$ cat src/chm_pkg.sv
// Purpose: Constants for the card host flag-clear and interrupt-mask block
// Assumes: APB slave with 32-bit data, one clock, async active-low reset
// Notes:   Offsets are byte addresses of aligned words
// Contract
// - Clear register at 0x38 is write-only
// - Writing one clears flag, zero keeps it
// - Clear bits 31:24 and 21:11 ignored
// - Clear bits 23, 22 reset completion, card-interrupt
// - Clear bits 10..8 reset block-end, start-error, end
// - Clear bits 7, 6 reset sent, response flags
// - Clear bits 5..0 reset error and timeout flags
// - Mask at 0x3C, read/write, gates each flag
// - Mask bits 23, 22 enable completion, card-interrupt
// - Mask bits 21, 20 enable FIFO data available
// - Mask bits 19..14 enable FIFO level interrupts
// - Mask bits 13..11 enable activity interrupts
// - Mask bits 10..6 enable block, data, command events
// - Mask bits 5..1 enable error and timeout interrupts
// - Mask bit 0 enables command CRC failure
// - Static flags sticky; dynamic flags follow live logic
package chm_pkg;

    localparam logic [7:0]  CHM_OFS_STATUS   = 8'h34;
    localparam logic [7:0]  CHM_OFS_CLEAR    = 8'h38;
    localparam logic [7:0]  CHM_OFS_MASK     = 8'h3c;

    localparam logic [31:0] CHM_STATIC_BITS  = 32'h00c0_07ff;
    localparam logic [31:0] CHM_DYNAMIC_BITS = 32'h003f_f800;
    localparam logic [31:0] CHM_MASK_BITS    = 32'h00ff_ffff;

    localparam logic [31:0] CHM_STATUS_RST   = 32'h0000_0000;
    localparam logic [31:0] CHM_MASK_RST     = 32'h0000_0000;

    // Flag positions in the status, clear and mask words
    localparam int CHM_B_CMD_CRC_FAIL   = 0;
    localparam int CHM_B_DATA_CRC_FAIL  = 1;
    localparam int CHM_B_CMD_TIMEOUT    = 2;
    localparam int CHM_B_DATA_TIMEOUT   = 3;
    localparam int CHM_B_TX_UNDERRUN    = 4;
    localparam int CHM_B_RX_OVERRUN     = 5;
    localparam int CHM_B_RESP_RECEIVED  = 6;
    localparam int CHM_B_CMD_SENT       = 7;
    localparam int CHM_B_TRANSFER_END   = 8;
    localparam int CHM_B_START_BIT_ERR  = 9;
    localparam int CHM_B_BLOCK_END      = 10;
    localparam int CHM_B_CMD_ACTIVE     = 11;
    localparam int CHM_B_TX_ACTIVE      = 12;
    localparam int CHM_B_RX_ACTIVE      = 13;
    localparam int CHM_B_TX_HALF_EMPTY  = 14;
    localparam int CHM_B_RX_HALF_FULL   = 15;
    localparam int CHM_B_TX_FULL        = 16;
    localparam int CHM_B_RX_FULL        = 17;
    localparam int CHM_B_TX_EMPTY       = 18;
    localparam int CHM_B_RX_EMPTY       = 19;
    localparam int CHM_B_TX_AVAIL       = 20;
    localparam int CHM_B_RX_AVAIL       = 21;
    localparam int CHM_B_CARD_IRQ       = 22;
    localparam int CHM_B_COMPLETION     = 23;

    typedef enum logic [1:0] {
        CHM_SEL_NONE,
        CHM_SEL_STATUS,
        CHM_SEL_CLEAR,
        CHM_SEL_MASK
    } chm_sel_e;

endpackage
$ cat src/chm_irq_clear_mask.sv
// Purpose: Sticky status flags, write-one clear and interrupt mask over APB
// Assumes: Event pulses and live levels come from logic on core_clk
// Notes:   Every APB access waits one cycle; outputs are registered
module chm_irq_clear_mask
    import chm_pkg::*;
(
    input  wire logic        core_clk,
    input  wire logic        rst_n,
    input  wire logic        core_ce,
    input  wire logic        psel,
    input  wire logic        penable,
    input  wire logic        pwrite,
    input  wire logic [7:0]  paddr,
    input  wire logic [31:0] pwdata,
    input  wire logic [3:0]  pstrb,
    output logic      [31:0] prdata,
    output logic             pready,
    output logic             pslverr,
    output logic             irq,
    input  wire logic        completion_signal_set,
    input  wire logic        card_interrupt_set,
    input  wire logic        block_end_set,
    input  wire logic        start_bit_error_set,
    input  wire logic        transfer_end_set,
    input  wire logic        command_sent_set,
    input  wire logic        response_received_set,
    input  wire logic        receive_overrun_set,
    input  wire logic        transmit_underrun_set,
    input  wire logic        data_timeout_set,
    input  wire logic        command_timeout_set,
    input  wire logic        data_crc_fail_set,
    input  wire logic        command_crc_fail_set,
    input  wire logic        receive_data_available,
    input  wire logic        transmit_data_available,
    input  wire logic        receive_fifo_empty,
    input  wire logic        transmit_fifo_empty,
    input  wire logic        receive_fifo_full,
    input  wire logic        transmit_fifo_full,
    input  wire logic        receive_fifo_half_full,
    input  wire logic        transmit_fifo_half_empty,
    input  wire logic        receive_in_progress,
    input  wire logic        transmit_in_progress,
    input  wire logic        command_in_progress
);

    logic        completion_signal_flag_reg;
    logic        card_interrupt_flag_reg;
    logic        block_end_flag_reg;
    logic        start_bit_error_flag_reg;
    logic        transfer_end_flag_reg;
    logic        command_sent_flag_reg;
    logic        response_received_flag_reg;
    logic        receive_overrun_flag_reg;
    logic        transmit_underrun_flag_reg;
    logic        data_timeout_flag_reg;
    logic        command_timeout_flag_reg;
    logic        data_crc_fail_flag_reg;
    logic        command_crc_fail_flag_reg;
    logic        completion_signal_next;
    logic        card_interrupt_next;
    logic        block_end_next;
    logic        start_bit_error_next;
    logic        transfer_end_next;
    logic        command_sent_next;
    logic        response_received_next;
    logic        receive_overrun_next;
    logic        transmit_underrun_next;
    logic        data_timeout_next;
    logic        command_timeout_next;
    logic        data_crc_fail_next;
    logic        command_crc_fail_next;

    logic [31:0] interrupt_enable_mask_reg;
    logic [31:0] prdata_reg;
    logic        pready_reg;
    logic        pslverr_reg;
    logic        irq_reg;
    logic [31:0] live_vec;
    logic [31:0] live_flags_reg;
    logic [31:0] status_word;
    logic [31:0] clear_vec;
    logic [31:0] mask_wdata;
    logic        access_done;
    logic        wr_done;
    chm_sel_e    sel;

    // Byte-lane merge, shared by every writable word
    function automatic logic [31:0] chm_merge(
        input logic [31:0] old_val,
        input logic [31:0] new_val,
        input logic [3:0]  strb
    );
        logic [31:0] res;
        res = old_val;
        for (int i = 0; i < 4; i++) begin
            if (strb[i]) begin
                res[i*8 +: 8] = new_val[i*8 +: 8];
            end
        end
        return res;
    endfunction

    function automatic chm_sel_e chm_decode(input logic [7:0] addr);
        chm_sel_e s;
        s = CHM_SEL_NONE;
        case (addr)
            CHM_OFS_STATUS: s = CHM_SEL_STATUS;
            CHM_OFS_CLEAR:  s = CHM_SEL_CLEAR;
            CHM_OFS_MASK:   s = CHM_SEL_MASK;
            default:        s = CHM_SEL_NONE;
        endcase
        return s;
    endfunction

    assign sel         = chm_decode(paddr);
    assign access_done = psel & penable & pready_reg;
    assign wr_done     = access_done & pwrite;

    // Set is applied after the clear, so an event in the clearing cycle survives
    function automatic logic chm_sticky(
        input logic old_flag,
        input logic set_flag,
        input logic clr_flag
    );
        return (old_flag & ~clr_flag) | set_flag;
    endfunction

    always_comb begin
        completion_signal_next = chm_sticky(completion_signal_flag_reg,
            completion_signal_set, clear_vec[CHM_B_COMPLETION]);
        card_interrupt_next = chm_sticky(card_interrupt_flag_reg,
            card_interrupt_set, clear_vec[CHM_B_CARD_IRQ]);
        block_end_next = chm_sticky(block_end_flag_reg,
            block_end_set, clear_vec[CHM_B_BLOCK_END]);
        start_bit_error_next = chm_sticky(start_bit_error_flag_reg,
            start_bit_error_set, clear_vec[CHM_B_START_BIT_ERR]);
        transfer_end_next = chm_sticky(transfer_end_flag_reg,
            transfer_end_set, clear_vec[CHM_B_TRANSFER_END]);
        command_sent_next = chm_sticky(command_sent_flag_reg,
            command_sent_set, clear_vec[CHM_B_CMD_SENT]);
        response_received_next = chm_sticky(response_received_flag_reg,
            response_received_set, clear_vec[CHM_B_RESP_RECEIVED]);
        receive_overrun_next = chm_sticky(receive_overrun_flag_reg,
            receive_overrun_set, clear_vec[CHM_B_RX_OVERRUN]);
        transmit_underrun_next = chm_sticky(transmit_underrun_flag_reg,
            transmit_underrun_set, clear_vec[CHM_B_TX_UNDERRUN]);
        data_timeout_next = chm_sticky(data_timeout_flag_reg,
            data_timeout_set, clear_vec[CHM_B_DATA_TIMEOUT]);
        command_timeout_next = chm_sticky(command_timeout_flag_reg,
            command_timeout_set, clear_vec[CHM_B_CMD_TIMEOUT]);
        data_crc_fail_next = chm_sticky(data_crc_fail_flag_reg,
            data_crc_fail_set, clear_vec[CHM_B_DATA_CRC_FAIL]);
        command_crc_fail_next = chm_sticky(command_crc_fail_flag_reg,
            command_crc_fail_set, clear_vec[CHM_B_CMD_CRC_FAIL]);
    end

    always_comb begin
        live_vec                      = 32'h0000_0000;
        live_vec[CHM_B_RX_AVAIL]      = receive_data_available;
        live_vec[CHM_B_TX_AVAIL]      = transmit_data_available;
        live_vec[CHM_B_RX_EMPTY]      = receive_fifo_empty;
        live_vec[CHM_B_TX_EMPTY]      = transmit_fifo_empty;
        live_vec[CHM_B_RX_FULL]       = receive_fifo_full;
        live_vec[CHM_B_TX_FULL]       = transmit_fifo_full;
        live_vec[CHM_B_RX_HALF_FULL]  = receive_fifo_half_full;
        live_vec[CHM_B_TX_HALF_EMPTY] = transmit_fifo_half_empty;
        live_vec[CHM_B_RX_ACTIVE]     = receive_in_progress;
        live_vec[CHM_B_TX_ACTIVE]     = transmit_in_progress;
        live_vec[CHM_B_CMD_ACTIVE]    = command_in_progress;
    end

    // Clear command: only ones act, and only on static positions
    always_comb begin
        clear_vec = 32'h0000_0000;
        if (wr_done && sel == CHM_SEL_CLEAR) begin
            clear_vec = chm_merge(32'h0000_0000, pwdata, pstrb) & CHM_STATIC_BITS;
        end
    end

    // One flop per sticky flag; each one is cleared only by its own clear bit
    always_ff @(posedge core_clk or negedge rst_n) begin
        if (!rst_n) begin
            completion_signal_flag_reg <= CHM_STATUS_RST[CHM_B_COMPLETION];
        end else if (core_ce) begin
            completion_signal_flag_reg <= completion_signal_next;
        end
    end

    always_ff @(posedge core_clk or negedge rst_n) begin
        if (!rst_n) begin
            card_interrupt_flag_reg <= CHM_STATUS_RST[CHM_B_CARD_IRQ];
        end else if (core_ce) begin
            card_interrupt_flag_reg <= card_interrupt_next;
        end
    end

    always_ff @(posedge core_clk or negedge rst_n) begin
        if (!rst_n) begin
            block_end_flag_reg <= CHM_STATUS_RST[CHM_B_BLOCK_END];
        end else if (core_ce) begin
            block_end_flag_reg <= block_end_next;
        end
    end

    always_ff @(posedge core_clk or negedge rst_n) begin
        if (!rst_n) begin
            start_bit_error_flag_reg <= CHM_STATUS_RST[CHM_B_START_BIT_ERR];
        end else if (core_ce) begin
            start_bit_error_flag_reg <= start_bit_error_next;
        end
    end

    always_ff @(posedge core_clk or negedge rst_n) begin
        if (!rst_n) begin
            transfer_end_flag_reg <= CHM_STATUS_RST[CHM_B_TRANSFER_END];
        end else if (core_ce) begin
            transfer_end_flag_reg <= transfer_end_next;
        end
    end

    always_ff @(posedge core_clk or negedge rst_n) begin
        if (!rst_n) begin
            command_sent_flag_reg <= CHM_STATUS_RST[CHM_B_CMD_SENT];
        end else if (core_ce) begin
            command_sent_flag_reg <= command_sent_next;
        end
    end

    always_ff @(posedge core_clk or negedge rst_n) begin
        if (!rst_n) begin
            response_received_flag_reg <= CHM_STATUS_RST[CHM_B_RESP_RECEIVED];
        end else if (core_ce) begin
            response_received_flag_reg <= response_received_next;
        end
    end

    always_ff @(posedge core_clk or negedge rst_n) begin
        if (!rst_n) begin
            receive_overrun_flag_reg <= CHM_STATUS_RST[CHM_B_RX_OVERRUN];
        end else if (core_ce) begin
            receive_overrun_flag_reg <= receive_overrun_next;
        end
    end

    always_ff @(posedge core_clk or negedge rst_n) begin
        if (!rst_n) begin
            transmit_underrun_flag_reg <= CHM_STATUS_RST[CHM_B_TX_UNDERRUN];
        end else if (core_ce) begin
            transmit_underrun_flag_reg <= transmit_underrun_next;
        end
    end

    always_ff @(posedge core_clk or negedge rst_n) begin
        if (!rst_n) begin
            data_timeout_flag_reg <= CHM_STATUS_RST[CHM_B_DATA_TIMEOUT];
        end else if (core_ce) begin
            data_timeout_flag_reg <= data_timeout_next;
        end
    end

    always_ff @(posedge core_clk or negedge rst_n) begin
        if (!rst_n) begin
            command_timeout_flag_reg <= CHM_STATUS_RST[CHM_B_CMD_TIMEOUT];
        end else if (core_ce) begin
            command_timeout_flag_reg <= command_timeout_next;
        end
    end

    always_ff @(posedge core_clk or negedge rst_n) begin
        if (!rst_n) begin
            data_crc_fail_flag_reg <= CHM_STATUS_RST[CHM_B_DATA_CRC_FAIL];
        end else if (core_ce) begin
            data_crc_fail_flag_reg <= data_crc_fail_next;
        end
    end

    always_ff @(posedge core_clk or negedge rst_n) begin
        if (!rst_n) begin
            command_crc_fail_flag_reg <= CHM_STATUS_RST[CHM_B_CMD_CRC_FAIL];
        end else if (core_ce) begin
            command_crc_fail_flag_reg <= command_crc_fail_next;
        end
    end

    // Live levels are registered once and never held, so they cannot be cleared
    always_ff @(posedge core_clk or negedge rst_n) begin
        if (!rst_n) begin
            live_flags_reg <= CHM_STATUS_RST;
        end else if (core_ce) begin
            live_flags_reg <= live_vec & CHM_DYNAMIC_BITS;
        end
    end

    always_comb begin
        status_word                       = live_flags_reg;
        status_word[CHM_B_COMPLETION]     = completion_signal_flag_reg;
        status_word[CHM_B_CARD_IRQ]       = card_interrupt_flag_reg;
        status_word[CHM_B_BLOCK_END]      = block_end_flag_reg;
        status_word[CHM_B_START_BIT_ERR]  = start_bit_error_flag_reg;
        status_word[CHM_B_TRANSFER_END]   = transfer_end_flag_reg;
        status_word[CHM_B_CMD_SENT]       = command_sent_flag_reg;
        status_word[CHM_B_RESP_RECEIVED]  = response_received_flag_reg;
        status_word[CHM_B_RX_OVERRUN]     = receive_overrun_flag_reg;
        status_word[CHM_B_TX_UNDERRUN]    = transmit_underrun_flag_reg;
        status_word[CHM_B_DATA_TIMEOUT]   = data_timeout_flag_reg;
        status_word[CHM_B_CMD_TIMEOUT]    = command_timeout_flag_reg;
        status_word[CHM_B_DATA_CRC_FAIL]  = data_crc_fail_flag_reg;
        status_word[CHM_B_CMD_CRC_FAIL]   = command_crc_fail_flag_reg;
    end

    assign mask_wdata = chm_merge(interrupt_enable_mask_reg, pwdata, pstrb) & CHM_MASK_BITS;

    always_ff @(posedge core_clk or negedge rst_n) begin
        if (!rst_n) begin
            interrupt_enable_mask_reg <= CHM_MASK_RST;
        end else if (core_ce && wr_done && sel == CHM_SEL_MASK) begin
            interrupt_enable_mask_reg <= mask_wdata;
        end
    end

    // One wait state gives registered read data without a combinational path
    always_ff @(posedge core_clk or negedge rst_n) begin
        if (!rst_n) begin
            pready_reg <= 1'b0;
        end else if (core_ce) begin
            pready_reg <= psel & penable & ~pready_reg;
        end
    end

    always_ff @(posedge core_clk or negedge rst_n) begin
        if (!rst_n) begin
            prdata_reg  <= 32'h0000_0000;
            pslverr_reg <= 1'b0;
        end else if (core_ce) begin
            prdata_reg  <= 32'h0000_0000;
            pslverr_reg <= 1'b0;
            if (psel && penable && !pready_reg) begin
                case (sel)
                    CHM_SEL_STATUS: begin
                        pslverr_reg <= pwrite;
                        if (!pwrite) begin
                            prdata_reg <= status_word;
                        end
                    end
                    CHM_SEL_CLEAR: begin
                        // Write-only: a read returns zero and holds no state
                        prdata_reg <= 32'h0000_0000;
                    end
                    CHM_SEL_MASK: begin
                        if (!pwrite) begin
                            prdata_reg <= interrupt_enable_mask_reg;
                        end
                    end
                    default: begin
                        pslverr_reg <= 1'b1;
                    end
                endcase
            end
        end
    end

    // Mask positions match status positions, so one AND covers every pair
    always_ff @(posedge core_clk or negedge rst_n) begin
        if (!rst_n) begin
            irq_reg <= 1'b0;
        end else if (core_ce) begin
            irq_reg <= |(status_word & interrupt_enable_mask_reg);
        end
    end

    assign prdata  = prdata_reg;
    assign pready  = pready_reg;
    assign pslverr = pslverr_reg;
    assign irq     = irq_reg;

endmodule

$ cat config.mk
export PLATFORM = sky130hd
export DESIGN_NAME = chm_irq_clear_mask
export DESIGN_NICKNAME = d
export VERILOG_FILES = /design/src/chm_pkg.sv /design/src/chm_irq_clear_mask.sv
export SDC_FILE = /design/constraint.sdc
export NUM_CORES = 1
export LEC_CHECK = 0
export BUFFER_PORTS_ARGS = -buffer_cell sky130_fd_sc_hd__buf_4
export CAP_MARGIN = 0
export CELL_PAD_IN_SITES_DETAIL_PLACEMENT = 1
export CELL_PAD_IN_SITES_GLOBAL_PLACEMENT = 1
export CORE_MARGIN = 4
export CORE_UTILIZATION = 39
export DETAILED_ROUTE_END_ITERATION = 12
export PLACE_DENSITY = 0.89
export SKIP_CTS_REPAIR_TIMING = 1
export SLEW_MARGIN = 20
export SYNTH_ARGS = -nofsm -noshare
export SYNTH_HDL_FRONTEND = slang
export SYNTH_SLANG_ARGS = --single-unit
export TNS_END_PERCENT = 10
$ cat constraint.sdc
create_clock -name core_clk -period 2.08 [get_ports core_clk]
set_input_delay 0.104 -clock core_clk [delete_from_list [all_inputs] [get_ports core_clk]]
set_output_delay 0.104 -clock core_clk [all_outputs]
set_load 0.05 [all_outputs]
==> flow_summary_export.csv <==
group,metric,value,unit
run_status,status,"complete, no violations",
setup_path,slowest_delay,0.43,ns
synth,netlist_instances,268,
synth,yosysSeqAreaShare,0.558,
drt,drt-initial-drc-count,50,
setup_path,end_kind,"flip-flop",
timing,finalSetupTns,0,ns
synth,async_flop_share,1.00,
setup_path,startpoint_type,"flip-flop",
setup_path,crit_slowest_cell,"nor4_4",
min_path,hold_depth,2,
timing,timing.hold.ws,0.00204,ns
cts,clk_pin_slew_worst_paths,0.07,ns
min_path,hold_path.class,"in -> reg",
setup_path,arrival,2.13,ns
power_and_ir_drop,ir_drop,0.482,mV
cts,worstSkewPairLatency,0.33,ns
die,die_area,10200,sq um
synth,yosys.area_share.simple,0.0699,
synth,synth_top_area_cell,"dfrtp_1",
cts,cts-root-buf,"clkbuf_8",
die,die_y,101,um
place,place_congestion,0.736,
global_routing,grt_pass1_wl,13800,um
synth,ys_top_cells_by_area,"dfrtp_1 (56%), mux2_2 (12%), mux2i_1 (7.1%)",
die,io_pins,109,
die,fp-row-count,33,
global_routing,grt_pass1_vias,2715,
synth,yosys_warnings,0,
synth,synth_edf_count,0,
drt,vias_per_cell,5.14,
timing,setup_viol_count_final,0,
setup_path,critPathLaunch,"pready",
global_routing,grt_util_met3,0.0422,
die,die_x,101,um
drt,drc,0,
setup_path,cp_data_required_time,2.30,ns
synth,synth_most_common_cell,"dfrtp_1",
cts,clkSinkCount,75,
cts,cts-buffers-inserted,9,
synth,muxShareOfSynthArea,0.189,
power_and_ir_drop,cellLeakagePower,2.32,nW
timing,rsz0062_at_grt,"false",
global_routing,met2_usage,0.314,
synth,synth_compound_area_frac,0.113,
timing,hold_viol,0,
power_and_ir_drop,p_per_area,617,nW/um^2
synth,syn-cell-area,3360,sq um
place,place_inst,459,
drt,routed_wl,9080,um
synth,yosysTopAreaCellShare,0.558,
place,dp_hpwl,6350,um
timing,clock.fmax,0.523,GHz
synth,ys_ff_latch,75,
timing,clock_skew,0.00477,ns
global_routing,grt_max_degree,40,
final_layout,layout-drive-gt1-share,0.383,
min_path,min-delay-start,"pwdata[11]",
synth,synth_top_family_by_area,"multiplexers",
place,io_buffers,91,
drt,vias,2589,
final_layout,antenna_cells,0,
drt,ant_nets,0,
global_routing,grt_usage,0.177,
cts,clock_path_buffers,2,
drt,detail_route.first_pass.iterations,4,
synth,syn_area_per_cell,12.5,sq um
synth,synth_xor_area_frac,0,
setup_path,path_cells,"nand3_1 > nor4_4 > and3_1 > buf_4 > mux2_2",
drt,wl_per_cell,18.0,um
setup_path,path_class,"reg -> reg",
timing,drv_slew,0,
final_layout,fillers,869,
synth,synth_flop_cell,"dfrtp_1",
setup_path,timing.rr.start,"pready",
timing,fin_crit_sh,0.919,
global_routing,grt_use_met1,0.213,
setup_path,worst-path-max-fanout,8,
cts,cts_tree,"done",
synth,yosys-top-cells-count,"dfrtp_1 (75), mux2_2 (35), inv_1 (26)",
global_routing,grt.busiest_layer,"met2",
final_layout,area_delta_synth_final,37.1,%
final_layout,stdcell_count,504,
global_routing,gr-total-overflow,0,
die,initial_utilization,0.405,
global_routing,antenna_found_initial,0,
synth,ys_types,33,
synth,yosys.area_share.adder,0,
final_layout,layout.nets,468,
flow_run,maxCapViolCount,0,
die,core_region_area,8300,sq um
setup_path,ff2ff_setup_slack,0.17,ns
setup_path,reg2reg_depth,5,
timing,fin_crit,1.91,ns
cts,htreeDepth,3,
-- stage by stage --
| step | power (mW) | utilization | setup slack [ns] | instance area [sq um] |
|---|---|---|---|---|
| floorplan | 1.68 | - | 0.0134 | 3390 |
| global placement | 1.83 | 0.500 | 0.170 | 4150 |
| detailed placement | 1.84 | 0.500 | 0.162 | 4150 |
| CTS | 2.83 | 0.521 | 0.156 | 4320 |
| global route | 2.97 | 0.556 | 0.0763 | 4610 |
| finish | 2.85 | 0.556 | 0.168 | 4610 |
-- routing by layer --
metal  up-vias  share of wire
li1       1212              -
met1      1303           0.41
met2        65           0.53
met3         9          0.046
met4         0          0.011
met5         -              0
-- worst max-delay path, delay by kind of cell (launching register included) --
family / cells / cell delay (ns)
flops: 1 / 0.37
mux: 1 / 0.36
simple gates: 3 / 0.89
buf+inv: 1 / 0.18
-- cells in the final DEF, fill, tap and decap left out, drive strengths merged, types with 6 or more instances in the layout --
cell / n
a22o: 15
a22oi: 6
buf: 100
clkbuf: 14
conb: 8
dfrtp: 75
dlygate4sd3: 29
inv: 26
mux2: 35
mux2i: 24
nand2: 15
o22ai: 25
-- power by group --
part           switching [mW]  leakage (nW)  internal, mW
combinational           0.172          1.28         0.174
sequential             0.0208         0.952          1.48
clock                   0.499        0.0905         0.497
-- cell families after synthesis --
kind of cell	Yosys count
AOI/OAI and AO/OA	52
buffers and inverters	47
DFF	75
muxes	59
other	1
and+or+nand+nor	34
-- final timing paths --
kind / end
max reg2reg: interrupt_enable_mask_reg[7]
min in group asynchronous: prdata[13]
min: interrupt_enable_mask_reg[11]
max: interrupt_enable_mask_reg[7]
max in group asynchronous: data_timeout_flag_reg
min reg2reg: irq
-- layout make-up --
| type | instances | area [sq um] | area share |
|---|---|---|---|
| Multi-Input combinational cell | 153 | 1280 | 0.277 |
| Inverter | 26 | 97.6 | 0.0212 |
| Tap cell | 105 | 131 | 0.0285 |
| Clock buffer | 14 | 163 | 0.0353 |
| Timing Repair Buffer | 129 | 1050 | 0.228 |
| Clock inverter | 2 | 10.0 | 0.00217 |
| Sequential cell | 75 | 1880 | 0.407 |
Note: power is estimated with default switching activity, not from simulation.
